[config.mk]
export PLATFORM = sky130hd
export DESIGN_NAME = csv_status_vector
export DESIGN_NICKNAME = d
export VERILOG_FILES = /design/src/inc/csv_pkg.sv /design/src/logic/csv_status_vector.sv
export SDC_FILE = /design/constraint.sdc
export NUM_CORES = 1
export LEC_CHECK = 0
export ABC_AREA = 1
export BUFFER_PORTS_ARGS = -buffer_cell sky130_fd_sc_hd__buf_2
export CAP_MARGIN = 20
export CELL_PAD_IN_SITES_DETAIL_PLACEMENT = 1
export CELL_PAD_IN_SITES_GLOBAL_PLACEMENT = 1
export CORE_ASPECT_RATIO = 0.75
export CORE_MARGIN = 1.5
export CORE_UTILIZATION = 33
export DETAILED_ROUTE_END_ITERATION = 8
export HOLD_SLACK_MARGIN = 0.06
export PLACE_DENSITY = 0.78
export SLEW_MARGIN = 20
export SYNTH_ARGS = -nofsm -noshare
export SYNTH_HDL_FRONTEND = slang
export SYNTH_SLANG_ARGS = --single-unit
[constraint.sdc]
create_clock -name clk_sys_i -period 1.6 [get_ports clk_sys_i]
set_clock_uncertainty 0.2 [all_clocks]
set_input_delay 0.32 -clock clk_sys_i [delete_from_list [all_inputs] [get_ports clk_sys_i]]
set_output_delay 0.32 -clock clk_sys_i [all_outputs]
set_load 0.03 [all_outputs]
[src/inc/csv_pkg.sv]
// Constants shared by the CAN status vector and error state block
package csv_pkg;

	// ********************************************************
	// Register byte offsets on the APB
	// ********************************************************
	localparam logic [7:0] OFF_VEC = 8'h00; // Source code and filter hit
	localparam logic [7:0] OFF_TREC = 8'h04; // Error counts and states
	localparam logic [7:0] OFF_FSTAT = 8'h08; // FIFO pending summary
	localparam logic [7:0] OFF_OVFSUM = 8'h0c; // FIFO overflow summary
	localparam logic [7:0] OFF_ISTAT = 8'h10; // Sticky event status
	localparam logic [7:0] OFF_IMASK = 8'h14; // Event mask

	// ********************************************************
	// Source codes of the vector register
	// ********************************************************
	localparam logic [6:0] CODE_IDLE = 7'h40; // Nothing pending
	localparam logic [6:0] CODE_BUSERR = 7'h41; // Bus error
	localparam logic [6:0] CODE_WAKE = 7'h42; // Wake-up activity
	localparam logic [6:0] CODE_OVRUN = 7'h43; // Receive overflow
	localparam logic [6:0] CODE_ADDR = 7'h44; // Address error
	localparam logic [6:0] CODE_BW = 7'h45; // Bandwidth error
	localparam logic [6:0] CODE_TSTMP = 7'h46; // Timestamp overflow
	localparam logic [6:0] CODE_MODE = 7'h47; // Mode change done
	localparam logic [6:0] CODE_INVAL = 7'h48; // Invalid message

	// ********************************************************
	// Field positions and error thresholds
	// ********************************************************
	localparam int VEC_FHIT_LSB = 8; // Filter index field base
	localparam int TREC_BO = 21; // Bus-off bit
	localparam int TREC_TXPAS = 20; // Transmit passive bit
	localparam int TREC_RXPAS = 19; // Receive passive bit
	localparam int TREC_TXW = 18; // Transmit warning bit
	localparam int TREC_RXW = 17; // Receive warning bit
	localparam int TREC_EW = 16; // Combined warning bit
	localparam int TREC_TXC_LSB = 8; // Transmit count base
	localparam logic [8:0] LIM_OFF = 9'h100; // Bus-off limit
	localparam logic [8:0] LIM_PASS = 9'h080; // Passive limit
	localparam logic [8:0] LIM_WARN = 9'h060; // Warning limit

	// ********************************************************
	// Event status bits and reset values
	// ********************************************************
	localparam int EV_BO = 0; // Entered bus-off
	localparam int EV_TXPAS = 1; // Transmitter went passive
	localparam int EV_RXPAS = 2; // Receiver went passive
	localparam int EV_WARN = 3; // Warning state entered
	localparam int EV_OVF = 4; // A FIFO newly overflowed
	localparam int EV_W = 5; // Number of event bits
	localparam logic [31:0] VEC_RST = 32'h0000_0040; // Idle code
	localparam logic [31:0] ZERO_RST = 32'h0000_0000; // Cleared regs

endpackage

[src/logic/csv_status_vector.sv]
// CAN status vector, error state and FIFO summary register block
//
// Register access over APB and the placing of the registers are this design's own decisions.
`timescale 1ns/1ps
`default_nettype none

// What this block does
// - Filter hit index in bits 12..8
// - Codes 0..15 name pending FIFO
// - Bus error, wake, overflow codes 41..43
// - System error: address or bandwidth code
// - Timestamp, mode change, invalid message codes
// - Idle code 40; reserved codes never produced
// - Bus-off when transmit count reaches 256
// - Transmit passive at count 128 up
// - Receive passive at count 128 up
// - Transmit warning for counts 96..127
// - Receive warning for counts 96..127
// - Bit 16 is either warning
// - Error counters readable, reset zero
// - One pending bit per FIFO
// - One overflow bit per FIFO
// - Upper count bits read zero, unwritable
module csv_status_vector (
	input wire logic clk_sys_i, // System clock, 100 MHz
	input wire logic rst_n_i, // Async reset, active low
	input wire logic psel_i, // APB select
	input wire logic penable_i, // APB access phase
	input wire logic pwrite_i, // APB write when high
	input wire logic [7:0] paddr_i, // APB byte address
	input wire logic [31:0] pwdata_i, // APB write data
	input wire logic [3:0] pstrb_i, // APB byte strobes
	output logic [31:0] prdata_o, // APB read data
	output logic pready_o, // APB ready
	output logic pslverr_o, // APB error on unmapped address
	output logic irq_o, // Level interrupt
	input wire logic bus_error_flag_i, // Bus error pending
	input wire logic wakeup_activity_flag_i, // Wake-up pending
	input wire logic receive_overflow_flag_i, // Overflow pending
	input wire logic system_error_flag_i, // System error pending
	input wire logic bandwidth_error_i, // System error is bandwidth
	input wire logic timestamp_overflow_flag_i, // Timer wrapped
	input wire logic mode_change_flag_i, // Mode change done
	input wire logic invalid_message_flag_i, // Bad message seen
	input wire logic [4:0] matched_filter_index_i, // Filter hit
	input wire logic [8:0] transmit_error_count_i, // Tx errors
	input wire logic [7:0] receive_error_count_i, // Rx errors
	input wire logic [15:0] fifo_pending_bits_i, // Per FIFO pending
	input wire logic [15:0] fifo_overflow_bits_i // Per FIFO overflow
);
	import csv_pkg::*;

	// ********************************************************
	// Helper functions
	// ********************************************************

	// Lowest numbered set bit; FIFO 0 wins over FIFO 15
	function automatic logic [3:0] first_set(input logic [15:0] v);
		logic [3:0] idx;
		idx = 4'h0;
		for (int i = 15; i >= 0; i--) begin
			if (v[i]) begin
				idx = 4'(i);
			end
		end
		return idx;
	endfunction

	// Warning band: at least 96 and below 128
	function automatic logic in_warn(input logic [8:0] c);
		return (c >= LIM_WARN) && (c < LIM_PASS);
	endfunction

	// ********************************************************
	// Declarations
	// ********************************************************
	logic [31:0] vec_q; // Vector register
	logic [31:0] vec_d; // Next vector value
	logic [31:0] trec_q; // Error count register
	logic [31:0] trec_d; // Next error count value
	logic [15:0] fstat_q; // FIFO pending summary
	logic [15:0] ovf_q; // FIFO overflow summary
	logic [EV_W-1:0] stat_q; // Sticky event bits
	logic [EV_W-1:0] stat_d; // Next sticky value
	logic [EV_W-1:0] mask_q; // Event mask
	logic [EV_W-1:0] ev; // One-cycle event pulses
	logic [EV_W-1:0] clr; // Write-one-to-clear bits
	logic [6:0] src_code; // Selected source code
	logic [6:0] sys_code; // Which system error code
	logic [3:0] fifo_idx; // Lowest pending FIFO
	logic [8:0] rx_wide; // Receive count widened
	logic [7:0] tx_shown; // Transmit count as shown
	logic tx_off; // Transmitter bus-off
	logic tx_pas; // Transmitter passive
	logic rx_pas; // Receiver passive
	logic tx_wrn; // Transmitter warning
	logic rx_wrn; // Receiver warning
	logic setup; // APB setup cycle
	logic acc; // APB access completes
	logic wr; // Completing write
	logic hit_vec; // Address decodes
	logic hit_trec;
	logic hit_fstat;
	logic hit_ovf;
	logic hit_istat;
	logic hit_imask;
	logic mapped; // Any register hit
	logic [31:0] rdata_d; // Read mux output
	logic [31:0] prdata_q; // Read data flop
	logic pready_q; // Ready flop
	logic pslverr_q; // Error flop
	logic irq_q; // Interrupt flop

	// ********************************************************
	// Source code selection
	// ********************************************************

	assign fifo_idx = first_set(fifo_pending_bits_i);
	// One flag drives two codes; the qualifier picks which
	assign sys_code = bandwidth_error_i ? CODE_BW : CODE_ADDR;

	// Fixed priority: module events first, then FIFOs
	assign src_code =
		bus_error_flag_i ? CODE_BUSERR :
		wakeup_activity_flag_i ? CODE_WAKE :
		receive_overflow_flag_i ? CODE_OVRUN :
		system_error_flag_i ? sys_code :
		timestamp_overflow_flag_i ? CODE_TSTMP :
		mode_change_flag_i ? CODE_MODE :
		invalid_message_flag_i ? CODE_INVAL :
		(|fifo_pending_bits_i) ? {3'b000, fifo_idx} :
		CODE_IDLE;

	// Reserved filter codes pass through; the filter owns them
	assign vec_d = {19'h0, matched_filter_index_i, 1'b0, src_code};

	// ********************************************************
	// Error state decode
	// ********************************************************

	assign rx_wide = {1'b0, receive_error_count_i};
	assign tx_off = transmit_error_count_i >= LIM_OFF;
	assign tx_pas = transmit_error_count_i >= LIM_PASS;
	assign rx_pas = rx_wide >= LIM_PASS;
	assign tx_wrn = in_warn(transmit_error_count_i);
	assign rx_wrn = in_warn(rx_wide);
	// The field is 8 bits; above 255 it saturates at 255
	assign tx_shown = transmit_error_count_i[8] ? 8'hff :
		transmit_error_count_i[7:0];

	// Upper bits tied low; no write path reaches them
	assign trec_d = {10'h000, tx_off, tx_pas, rx_pas, tx_wrn,
		rx_wrn, tx_wrn | rx_wrn, tx_shown,
		receive_error_count_i};

	// ********************************************************
	// Status snapshot registers
	// ********************************************************

	// Every status field is re-sampled each cycle
	always_ff @(posedge clk_sys_i or negedge rst_n_i) begin
		if (!rst_n_i) begin
			vec_q <= VEC_RST;
			trec_q <= ZERO_RST;
			fstat_q <= 16'h0000;
			ovf_q <= 16'h0000;
		end else begin
			vec_q <= vec_d;
			trec_q <= trec_d;
			fstat_q <= fifo_pending_bits_i;
			ovf_q <= fifo_overflow_bits_i;
		end
	end

	// ********************************************************
	// Interrupt events
	// ********************************************************

	// Rising edges of the decoded states mark entry events
	assign ev[EV_BO] = trec_d[TREC_BO] & ~trec_q[TREC_BO];
	assign ev[EV_TXPAS] = trec_d[TREC_TXPAS] & ~trec_q[TREC_TXPAS];
	assign ev[EV_RXPAS] = trec_d[TREC_RXPAS] & ~trec_q[TREC_RXPAS];
	assign ev[EV_WARN] = trec_d[TREC_EW] & ~trec_q[TREC_EW];
	assign ev[EV_OVF] = |(fifo_overflow_bits_i & ~ovf_q);

	// Write one to clear, low byte lane only
	assign clr = (wr && hit_istat && pstrb_i[0]) ?
		pwdata_i[EV_W-1:0] : '0;
	// A new event beats a clear in the same cycle
	assign stat_d = (stat_q & ~clr) | ev;

	// Sticky status, mask and interrupt level
	always_ff @(posedge clk_sys_i or negedge rst_n_i) begin
		if (!rst_n_i) begin
			stat_q <= '0;
			mask_q <= '0;
			irq_q <= 1'b0;
		end else begin
			stat_q <= stat_d;
			if (wr && hit_imask && pstrb_i[0]) begin
				mask_q <= pwdata_i[EV_W-1:0];
			end
			irq_q <= |(stat_d & mask_q);
		end
	end

	// ********************************************************
	// APB slave
	// ********************************************************

	assign setup = psel_i & ~penable_i;
	assign acc = psel_i & penable_i & pready_q;
	assign wr = acc & pwrite_i;
	assign hit_vec = paddr_i == OFF_VEC;
	assign hit_trec = paddr_i == OFF_TREC;
	assign hit_fstat = paddr_i == OFF_FSTAT;
	assign hit_ovf = paddr_i == OFF_OVFSUM;
	assign hit_istat = paddr_i == OFF_ISTAT;
	assign hit_imask = paddr_i == OFF_IMASK;
	assign mapped = hit_vec | hit_trec | hit_fstat | hit_ovf |
		hit_istat | hit_imask;

	// Read mux; unmapped reads return zero
	assign rdata_d =
		hit_vec ? vec_q :
		hit_trec ? trec_q :
		hit_fstat ? {16'h0000, fstat_q} :
		hit_ovf ? {16'h0000, ovf_q} :
		hit_istat ? {27'h0, stat_q} :
		hit_imask ? {27'h0, mask_q} :
		32'h0000_0000;

	// Ready rises in the first access cycle: one wait-free answer
	always_ff @(posedge clk_sys_i or negedge rst_n_i) begin
		if (!rst_n_i) begin
			pready_q <= 1'b0;
			pslverr_q <= 1'b0;
			prdata_q <= ZERO_RST;
		end else begin
			pready_q <= setup;
			pslverr_q <= setup & ~mapped;
			if (setup && !pwrite_i) begin
				prdata_q <= rdata_d;
			end
		end
	end

	assign prdata_o = prdata_q;
	assign pready_o = pready_q;
	assign pslverr_o = pslverr_q;
	assign irq_o = irq_q;
endmodule // csv_status_vector

`default_nettype wire

Word-level counts from Yosys, hierarchy flattened
Index checks and enable logic that the tools add are counted.
{"block": "classes", "order_cmp": 7, "eq_ne": 5, "muxes": 33, "n_bitwise": 27, "reduce_logical": 12}
{"cell": "$mux W4", "n": 16}
{"cell": "$mux W7", "n": 8}
{"cell": "$mux W22", "n": 2}
{"cell": "$mux W16", "n": 2}
{"cell": "$reduce_or A16 Y1", "n": 2}
{"cell": "$and A16 B16 Y16", "n": 1}
{"cell": "$eq A8 B4 Y1 const B", "n": 2}
{"cell": "$eq A8 B5 Y1 const B", "n": 2}
{"cell": "$not A16 Y16", "n": 1}
{"cell": "$mux W5", "n": 3}
{"cell": "$and A5 B5 Y5", "n": 2}
{"cell": "$and A1 B1 Y1", "n": 9}
{"cell": "$ge A9 B7 Y1 const B", "n": 1}
{"cell": "$ge A9 B8 Y1 const B", "n": 1}
{"cell": "$ge A9 B9 Y1 const B", "n": 1}
{"cell": "$lt A9 B8 Y1 const B", "n": 1}
{"cell": "$eq A8 B3 Y1 const B", "n": 1}
{"cell": "$ge A8 B7 Y1 const B", "n": 1}
{"cell": "$ge A8 B8 Y1 const B", "n": 1}
{"cell": "$logic_not A8 Y1", "n": 1}
{"cell": "$lt A8 B8 Y1 const B", "n": 1}
{"cell": "$mux W8", "n": 1}
{"cell": "$logic_and A1 B1 Y1", "n": 7}
{"cell": "$not A1 Y1", "n": 6}
{"cell": "other kinds (6)", "n": 11}
{"block": "word_totals", "reg_bits": 111, "inputBits": 111, "out_inout_bits": 35, "elab_cells": 94}

Longest topological paths before layout
Gate-level depths: netlist of run 1.
{"block": "depth", "depth_word": 24, "mapped_depth": 21, "depth_no_buf": 21}

Worst setup path after synthesis of run 1
OpenSTA, ideal clock, no wires.
{"block": "synth_path", "path_kind": "input -> register", "startpoint": "input paddr_i[1]", "endpoint": "register irq_q (netlist: irq_o)", "t_arrival_ns": 1.488, "required_time_ns": 1.274, "setup_slack_ns": -0.214, "cell_stages": 9, "cell_sequence": "nor2_4 > inv_2 > nor3_4 > nand3_2 > o21ai_1 > nand2_1 > a22o_1 > a221oi_2 > nand2_1"}
{"block": "synth_via", "elab_chain_cells": 9}
{"item": "from (decl)", "line": "csv_status_vector.sv:30", "source": "input wire logic [7:0] paddr_i,"}
{"item": "$eq A8 B5 Y1", "line": "csv_status_vector.sv:218", "source": "assign hit_istat = paddr_i == OFF_ISTAT;"}
{"item": "$logic_and A1 B1 Y1 (2 in series)", "line": "csv_status_vector.sv:187", "source": "assign clr = (wr && hit_istat && pstrb_i[0]) ?"}
{"item": "$mux W5", "line": "csv_status_vector.sv:187"}
{"item": "$not A5 Y5", "line": "csv_status_vector.sv:190", "source": "assign stat_d = (stat_q & ~clr) | ev;"}
{"item": "$and A5 B5 Y5", "line": "csv_status_vector.sv:190"}
{"item": "$or A5 B5 Y5", "line": "csv_status_vector.sv:190"}
{"item": "via stat_d[3]", "line": "csv_status_vector.sv:84", "source": "logic [EV_W-1:0] stat_d;"}
{"item": "$and A5 B5 Y5", "line": "csv_status_vector.sv:203", "source": "irq_q <= |(stat_d & mask_q);"}
{"item": "$reduce_or A5 Y1", "line": "csv_status_vector.sv:203"}
{"item": "to (signal assigned)", "line": "csv_status_vector.sv:203"}
{"item": "to (decl)", "line": "csv_status_vector.sv:112", "source": "logic irq_q;"}
The timed path passes the listed nets, and every way through them passes these cells.
A chain may end at the register's enable or synchronous reset.

Worst setup path after layout of run 1
{"block": "layout_path", "startpoint": "input paddr_i[6]", "endpoint": "register prdata_q[8] (netlist: prdata_o[8])"}
{"block": "layout_via", "elab_chain_cells": 5, "word_cells_on_any_way": 8, "cone_classes": "eq/ne: 3; mux: 4; reduce/logical: 1"}
{"item": "$eq A8 B4 Y1", "line": "csv_status_vector.sv:217", "source": "assign hit_ovf = paddr_i == OFF_OVFSUM;"}
{"item": "$mux W16", "line": "csv_status_vector.sv:228", "source": "hit_ovf ? {16'h0000, ovf_q} :"}
{"item": "$mux W16", "line": "csv_status_vector.sv:227", "source": "hit_fstat ? {16'h0000, fstat_q} :"}
{"item": "$mux W22", "line": "csv_status_vector.sv:226", "source": "hit_trec ? trec_q :"}
{"item": "$mux W22 *", "line": "csv_status_vector.sv:225", "source": "hit_vec ? vec_q :"}
{"item": "to (signal assigned)", "line": "csv_status_vector.sv:243", "source": "prdata_q <= rdata_d;"}
{"item": "to (decl)", "line": "csv_status_vector.sv:109", "source": "logic [31:0] prdata_q;"}
Every way passes the cells marked *; elsewhere a longest branch is shown, timed or not.

==> results of run 1 <==
==> final cells by class <==
type                       instances  area, um2
timing repair buffer             235       1800
tap                              162        203
sequential                        99       2480
fill                            1393       5320
clock inverter                     7       60.1
multi-input combinational        255       1470
clock buffer                       9        225
inverter                          65        270
==> kinds of logic (layout without fill, tap and decap cells) <==
family,after synthesis,in the layout,share of synthesized area
simple gates,167,167,0.187
flops,99,99,0.609
buf+inv,84,316,0.0888
compound gates,78,78,0.114
other cells,1,10,0.000921
==> repair_timing <==
item / 4_1_cts / 5_1_grt
buffers inserted: 4 / 17
setup endpoints to repair: 5 / 21
gates resized for setup: 19 / 70
hold endpoints to repair: 160 / 0
hold buffers: 62 / 0
pin swaps: 9 / 28
==> Yosys cell counts (all sizes together) <==
master and count:
o211ai 3, or2 7, nor2 17, nor4 3
inv 63, nand3 31, o21bai 1, o31ai 1
conb 1, dfrtp 98, dfstp 1, clkbuf 6
nor3 4, o2111ai 2, o21ai 40, clkinv 2
buf 13, nand2 98, a221oi 9, nand4 7
a21oi 14, o22ai 6, a22o 2
==> path summary, 6_finish.rpt <==
kind / slack, ps / start / depth (start not counted) / endpoint
min: 60 / pwdata_i[0] / 3 / mask_q[0]$_DFFE_PN0P_
max reg2reg: -180 / pready_o$_DFF_PN0_ / 8 / irq_o$_DFF_PN0_
min reg2reg: 270 / trec_q[17]$_DFF_PN0_ / 2 / prdata_o[17]$_DFFE_PN0P_
min in group asynchronous: 200 / rst_n_i / 2 / prdata_o[16]$_DFFE_PN0P_
max in group asynchronous: 430 / rst_n_i / 3 / fstat_q[15]$_DFF_PN0_
max: -190 / paddr_i[6] / 10 / prdata_o[8]$_DFFE_PN0P_
==> state kept, by name (all words and copies together), names as in the netlist <==
signal and count:
ovf_q 16, irq_o 1, prdata_o 22, vec_q 10, pslverr_o 1, mask_q 5, pready_o 1, fstat_q 16
stat_q 5, trec_q 22
==> critical path: stages <==
cell	delay [ps]
buf_6	100
nor4_4	310
buf_4	180
nand4_1	210
inv_4	180
buf_4	140
nand2_1	80
o21ai_2	100
a221oi_1	70
o21ai_1	160
==> metal layers <==
| layer | vias up | GRT usage |
|---|---|---|
| met2 | 139 | 0.415 |
| met5 | - | 0 |
| met3 | 45 | 0.0556 |
| met1 | 2030 | 0.286 |
| li1 | 1849 | - |
| met4 | 0 | 0.0726 |
==> metrics by stage <==
| step | std cells | util | setup TNS [ps] | cell area, um2 |
|---|---|---|---|---|
| after global placement | 733 | 0.433 | -7660 | 5110 |
| after detailed placement | 733 | 0.433 | -10180 | 5110 |
| after floorplan | 438 | - | -1220 | 4120 |
| after global routing | 832 | 0.550 | -2200 | 6500 |
| after CTS | 815 | 0.518 | -184 | 6120 |
| final | 832 | 0.550 | -1350 | 6500 |
==> power by group through the flow <==
stage | clock network [mW] | logic, mW | registers (mW)
after global placement | 0 | 0.485 | 2.68
after floorplan | 0 | 0.183 | 2.69
final | 2.15 | 0.699 | 2.65
after global routing | 2.29 | 0.756 | 2.65
after detailed placement | 0 | 0.505 | 2.68
after CTS | 2.14 | 0.639 | 2.63
==> impl_metrics.toml, run 1 <==
[status]
status = "complete, but fails checks"
violations = "setup timing"

[yosys]
synth_top_area_frac = 0.602
synthCells = 429
synth_area_per_cell_um2 = 9.49
yosysUniqueCellTypes = 31
synth-seq-area-share = 0.609
synth_top_area_cell = "dfrtp_1"
ys_ff_latch = 99
synth_area_leaders = "dfrtp_1 60%, nand2_1 9.0%, inv_1 5.5%"
yosysWarnings = 0
syn-cell-area_mm2 = 0.00407

[timing]
min_period_over_period = 1.12
setup_ws_ps = -194
rsz0062_at_grt = "yes"
timing.fmax_mhz = 557
fin_crit_ps = 1790
finalMaxSlewViolations = 0
hold_violations = 0
setup_viol = 14
hold_ws_ps = 64.4

[place]
place.gp.congestion = 0.872
hpwl_mm = 9.69
io_buffers = 105
dp_slack_ps = -448

[route]
drtPass1Iterations = 4
wl_mm = 16.3
vias = 4063
drtIter0Drc = 201
dr_wl_met2_mm = 8.15
met1_length_mm = 6.58
top_layer = "met4"
wire_per_inst_um = 19.6
drcViolationCount = 0
viasPerCell = 4.88
wl_met3_um = 960
ant_nets = 0

[clocking]
cts_tree = "built"
cts-htree-levels = 3
numCtsBuffers = 9
clkLatencyLatePin_ps = 350
clock_path_buffers = 2
path_clk_slew_ps = 70
cts_root_buffer = "clkbuf_16"
cts.sinks = 99

[pwr]
irDropWorstVdd_mv = 0.734
combPwrFrac = 0.127
power_mw = 5.50
p_clk_frac = 0.392
power_leakage_nw = 3.24
p_int_mw = 4.00
pwr_density_cell_mw_per_mm2 = 845
p_sw_frac = 0.273
p_sw_mw = 1.50
seq_power_share = 0.481

[floorplan]
pin_count = 146
chipHeight_um = 99.2
start_util = 0.344
rows = 34
core_mm2 = 0.0118
dieArea_mm2 = 0.0130
dieWidth_um = 131

[finish]
area_growth_pct = 59.7
final_common_cell = "dfrtp_1"
drive_above_1_share = 0.372
diodes = 0
nets = 776
final_cell_mix = "98 x dfrtp_1, 96 x buf_2, 84 x nand2_1, 62 x dlygate4sd3_1, 58 x inv_1"

[critical_path]
crit_type = "in2reg"
cp-end-kind = "flip-flop"
worstPathArrival_ps = 1870
crit_required_ps = 1670
path_max_fanout = 6
crit_path_start_kind = "input port"

[grt]
overflow = 0
grtUsageTotal = 0.234
grt_max_degree = 49
grt_pass1_vias = 4453
grt_pass1_wl_mm = 23.5
antenna_found_initial = 0

[hold_path]
hp-class = "in2reg"

[flow_run]
max_cap_violations = 0
(Power assumes the default switching activity.)
==> run 2: changes to the inputs <==
Settings changed: CORE_UTILIZATION 33 to 29, PLACE_DENSITY 0.78 to 0.7, SKIP_LAST_GASP set to 1, TNS_END_PERCENT set to 30.
==> impl_metrics.toml, run 2 (same netlist as run 1, synthesis figures left out) <==
[pwr]
power_leakage_nw = 3.16
pwr_density_cell_mw_per_mm2 = 897
irDropWorstVdd_mv = 0.451

[critical_path]
crit_type = "in2reg"
path_delay_family = "buffers and inverters"
ff2ff_setup_slack_ps = -230
slowest_delay_ps = 590
path_cells = "buf_2 > dlygate4sd3_1 > nand2_1 > o22ai_1 > nand2_1 > nand2_1 > a22o_1 > a221oi_2 > nand2_1"
path_max_fanout = 2
critPathSlowestCell = "dlygate4sd3_1"
crit_buf_inv = 2
worstPathArrival_ps = 1890
cpMostUsedCell = "nand2_1"
crit_path_start_kind = "input port"
crit_required_ps = 1630
cp-end-kind = "flip-flop"

[floorplan]
rows = 37
start_util = 0.297
core_mm2 = 0.0137
pin_count = 146
chipHeight_um = 106
dieArea_mm2 = 0.0148
dieWidth_um = 140

[clocking]
cts_root_buffer = "clkbuf_16"
numCtsBuffers = 9
clkLatencyLatePin_ps = 350
cts.sinks = 99
cts-htree-levels = 3
path_clk_slew_ps = 70
cts_tree = "built"
clock_path_buffers = 2

[finish]
final_common_cell = "buf_2"
area_growth_pct = 52.8
design_area_mm2 = 0.00622
drive_above_1_share = 0.311
diodes = 0
fin_cells = 835
nets = 766
final_cell_mix = "102 x buf_2, 98 x dfrtp_1, 96 x nand2_1, 60 x inv_1, 59 x dlygate4sd3_1"

[route]
vias = 3881
drtIter0Drc = 180
wire_per_inst_um = 17.3
wl_mm = 14.4
drcViolationCount = 7
ant_nets = 0
viasPerCell = 4.65
drtPass1Iterations = 6

[timing]
finalMaxSlewViolations = 0
setup_ws_ps = -266
min_period_over_period = 1.17
timing.fmax_mhz = 536
fin_tns_setup_ps = -1690
hold_violations = 0
hold_ws_ps = 40.3
setup_viol = 16
fin_crit_ps = 1870
rsz0062_at_grt = "yes"

[grt]
grt_max_degree = 34
overflow = 0
grt_pass1_vias = 4261
grtUsageTotal = 0.199
antenna_found_initial = 1
grt_pass1_wl_mm = 22.5

[place]
placed_area_mm2 = 0.00518
hpwl_mm = 10.0
io_buffers = 105
place.gp.congestion = 0.890
dpl.cell_count = 751

[hold_path]
hp-class = "in2reg"

[status]
status = "complete, but fails checks"
violations = "DRC, setup timing"

[flow_run]
max_cap_violations = 0
-- run 2: where the power goes --
part | internal, mW | switching (mW)
combinational | 0.300 | 0.346
clock | 1.28 | 1.01
sequential | 2.59 | 0.0463
total | 4.18 | 1.41
-- run 2: per-layer routing --
| metal | share of wire | up-vias | wire length (um) | global-route usage |
|---|---|---|---|---|
| met1 | 0.45 | 1936 | 6510 | 0.268 |
| met5 | 0 | - | 0 | 0 |
| met3 | 0.047 | 16 | 671 | 0.0391 |
| met4 | 0.015 | 0 | 211 | 0.0526 |
| li1 | - | 1828 | - | - |
| met2 | 0.49 | 101 | 7030 | 0.331 |
-- run 2: stage by stage --
| stage | worst slack (ps) | power [mW] | utilization |
|---|---|---|---|
| after floorplan | -214 | 2.87 | - |
| after global placement | -472 | 3.18 | 0.378 |
| after detailed placement | -525 | 3.20 | 0.378 |
| after CTS | -247 | 5.59 | 0.446 |
| after global routing | -339 | 5.78 | 0.454 |
| final | -266 | 5.58 | 0.454 |
-- run 2: path summary, 6_finish.rpt --
| kind | startpoint | endpoint | depth (start not counted) |
|---|---|---|---|
| min in group asynchronous | rst_n_i | fstat_q[3]$_DFF_PN0_ | 2 |
| hold / removal | receive_error_count_i[7] | trec_q[16]$_DFF_PN0_ | 2 |
| max in group asynchronous | rst_n_i | vec_q[12]$_DFF_PN0_ | 3 |
| setup reg to reg | pready_o$_DFF_PN0_ | irq_o$_DFF_PN0_ | 9 |
| hold reg to reg | prdata_o[20]$_DFFE_PN0P_ | prdata_o[20]$_DFFE_PN0P_ | 2 |
| setup / recovery | transmit_error_count_i[6] | irq_o$_DFF_PN0_ | 9 |
-- run 2: layout make-up --
cell class / instances / area [um2]
inverter: 65 / 246
clock buffer: 11 / 243
sequential: 99 / 2480
clock inverter: 5 / 67.6
tap: 175 / 219
multi-input combinational: 255 / 1310
timing repair buffer: 225 / 1660
fill: 1592 / 7480
-- run 2: worst reg2reg max path: stages (launching register included) --
cell and delay [ps]:
dfrtp_1 360, nand3_1 70, nor2_1 130, buf_4 150
nand3_4 110, o21ai_2 130, nand2_1 80, a22o_1 240
a221oi_2 160, nand2_1 80
-- run 2: timing repair --
item / CTS / global route
hold endpoints to repair: 88 / 0
gates cloned: 0 / 0
resized for setup: 6 / 15
pin swaps: 5 / 8
buffers inserted: 4 / 6
setup endpoints to repair: 17 / 25
hold buffers: 59 / 0
==> run 3: changes to the inputs <==
Settings changed: PLACE_DENSITY 0.7 to not set, PLACE_DENSITY_LB_ADDON set to 0.1, SKIP_LAST_GASP 1 to not set.
==> impl_metrics.toml, run 3 (same netlist as run 1, synthesis figures left out) <==
[status]
status = "complete, but fails checks"
violations = "DRC, setup timing"

[timing]
hold_ws_ps = 80.7
rsz0062_at_grt = "yes"
setup_ws_ps = -163
setup_viol = 8
timing.fmax_mhz = 567
hold_violations = 0
fin_tns_setup_ps = -448
fin_crit_ps = 1760
min_period_over_period = 1.10
finalMaxSlewViolations = 0

[pwr]
irDropWorstVdd_mv = 0.498
combPwrFrac = 0.119
p_sw_mw = 1.32
p_sw_frac = 0.243
seq_power_share = 0.485
power_mw = 5.43
pwr_density_cell_mw_per_mm2 = 866
p_int_mw = 4.11
p_clk_frac = 0.395
power_leakage_nw = 3.16

[floorplan]
chipHeight_um = 106
rows = 37
dieWidth_um = 140
start_util = 0.297
dieArea_mm2 = 0.0148
pin_count = 146
core_mm2 = 0.0137

[grt]
grt_use_met3 = 0.0459
grt_max_degree = 33
grt-busiest-layer = "met2"
overflow = 0
met1_usage = 0.268
antenna_found_initial = 0
grtUsageTotal = 0.193
gr-usage-met2 = 0.307
grt_pass1_wl_mm = 21.6
grt_pass1_vias = 4086

[critical_path]
crit_path_start_kind = "flip-flop"
cp-end-kind = "flip-flop"
startpoint = "pready_o$_DFF_PN0_"
r2r-start = "pready_o$_DFF_PN0_"
crit_type = "reg2reg"
path_max_fanout = 5
worstPathArrival_ps = 1790
crit_required_ps = 1630

[clocking]
numCtsBuffers = 9
cts_tree = "built"
clkLatencyLatePin_ps = 350
clock_path_buffers = 2
path_clk_slew_ps = 70
cts-htree-levels = 3
cts.sinks = 99
cts_root_buffer = "clkbuf_16"

[place]
place.gp.congestion = 0.804
io_buffers = 105
hpwl_mm = 9.75

[route]
viasPerCell = 4.45
wire_per_inst_um = 15.9
drtIter0Drc = 101
wl_mm = 13.4
ant_nets = 0
drcViolationCount = 6
drtPass1Iterations = 6
vias = 3740

[finish]
final_cell_mix = "104 x buf_2, 98 x dfrtp_1, 97 x nand2_1, 63 x dlygate4sd3_1, 59 x inv_1"
diodes = 0
final_common_cell = "buf_2"
final_util = 0.458
nets = 772
area_growth_pct = 54.0
drive_above_1_share = 0.317

[flow_run]
max_cap_violations = 0

[hold_path]
hp-class = "in2reg"
hp-start = "penable_i"
## run 3: worst max-delay path, stage by stage, from the launching register on
cell and delay [ps]:
dfrtp_1 390, nand3_2 100, nor2_4 130, nand3_4 130
o21ai_2 140, nand2_1 80, a22o_1 220, a221oi_2 180
nand2_1 80
## run 3: per-stage QoR
stage	area (um2)	instances	worst slack [ps]
4_1_cts	6200	838	-175
3_5_place_dp	5180	751	-435
6_report	6270	840	-163
3_3_place_gp	5180	751	-462
5_1_grt	6270	840	-249
2_1_floorplan	4110	438	-214
## run 3: path summary, 6_finish.rpt
kind | slack [ps] | to | cells past startpoint
setup / recovery | -160 | irq_o$_DFF_PN0_ | 8
hold / removal | 80 | pready_o$_DFF_PN0_ | 3
setup reg to reg | -160 | irq_o$_DFF_PN0_ | 8
hold reg to reg | 280 | prdata_o[21]$_DFFE_PN0P_ | 2
max in group asynchronous | 440 | vec_q[6]$_DFF_PN1_ | 3
min in group asynchronous | 220 | prdata_o[13]$_DFFE_PN0P_ | 2
## run 3: cell type report
cell class	instances	area (um2)
fillers	1636	7430
flip-flops and latches	99	2480
repair buffers	230	1700
multi-input cells	255	1330
inverters	65	253
clock buffers	11	233
well taps	175	219
clock inverters	4	51.3
repair inverters	1	6.26
## run 3: repair_timing
action / CTS / global route
setup endpoints to repair: 10 / 23
pin swaps: 6 / 4
resized for setup: 17 / 28
endpoints found under the hold margin: 163 / 0
gates cloned: 1 / 1
setup buffers: 7 / 2
hold buffers: 64 / 0
## run 3: power groups by stage
| stage | combinational (mW) | clock, mW | sequential (mW) |
|---|---|---|---|
| global route | 0.717 | 2.31 | 2.64 |
| floorplan | 0.183 | 0 | 2.69 |
| finish | 0.649 | 2.15 | 2.64 |
| global placement | 0.508 | 0 | 2.68 |
| detailed placement | 0.522 | 0 | 2.68 |
| CTS | 0.651 | 2.23 | 2.64 |
## run 3: metal layers
metal  part of all wire  vias to the layer above
met5                  0                        -
met4              0.012                        0
met2               0.45                       98
met1               0.49                     1780
li1                   -                     1843
met3              0.049                       19
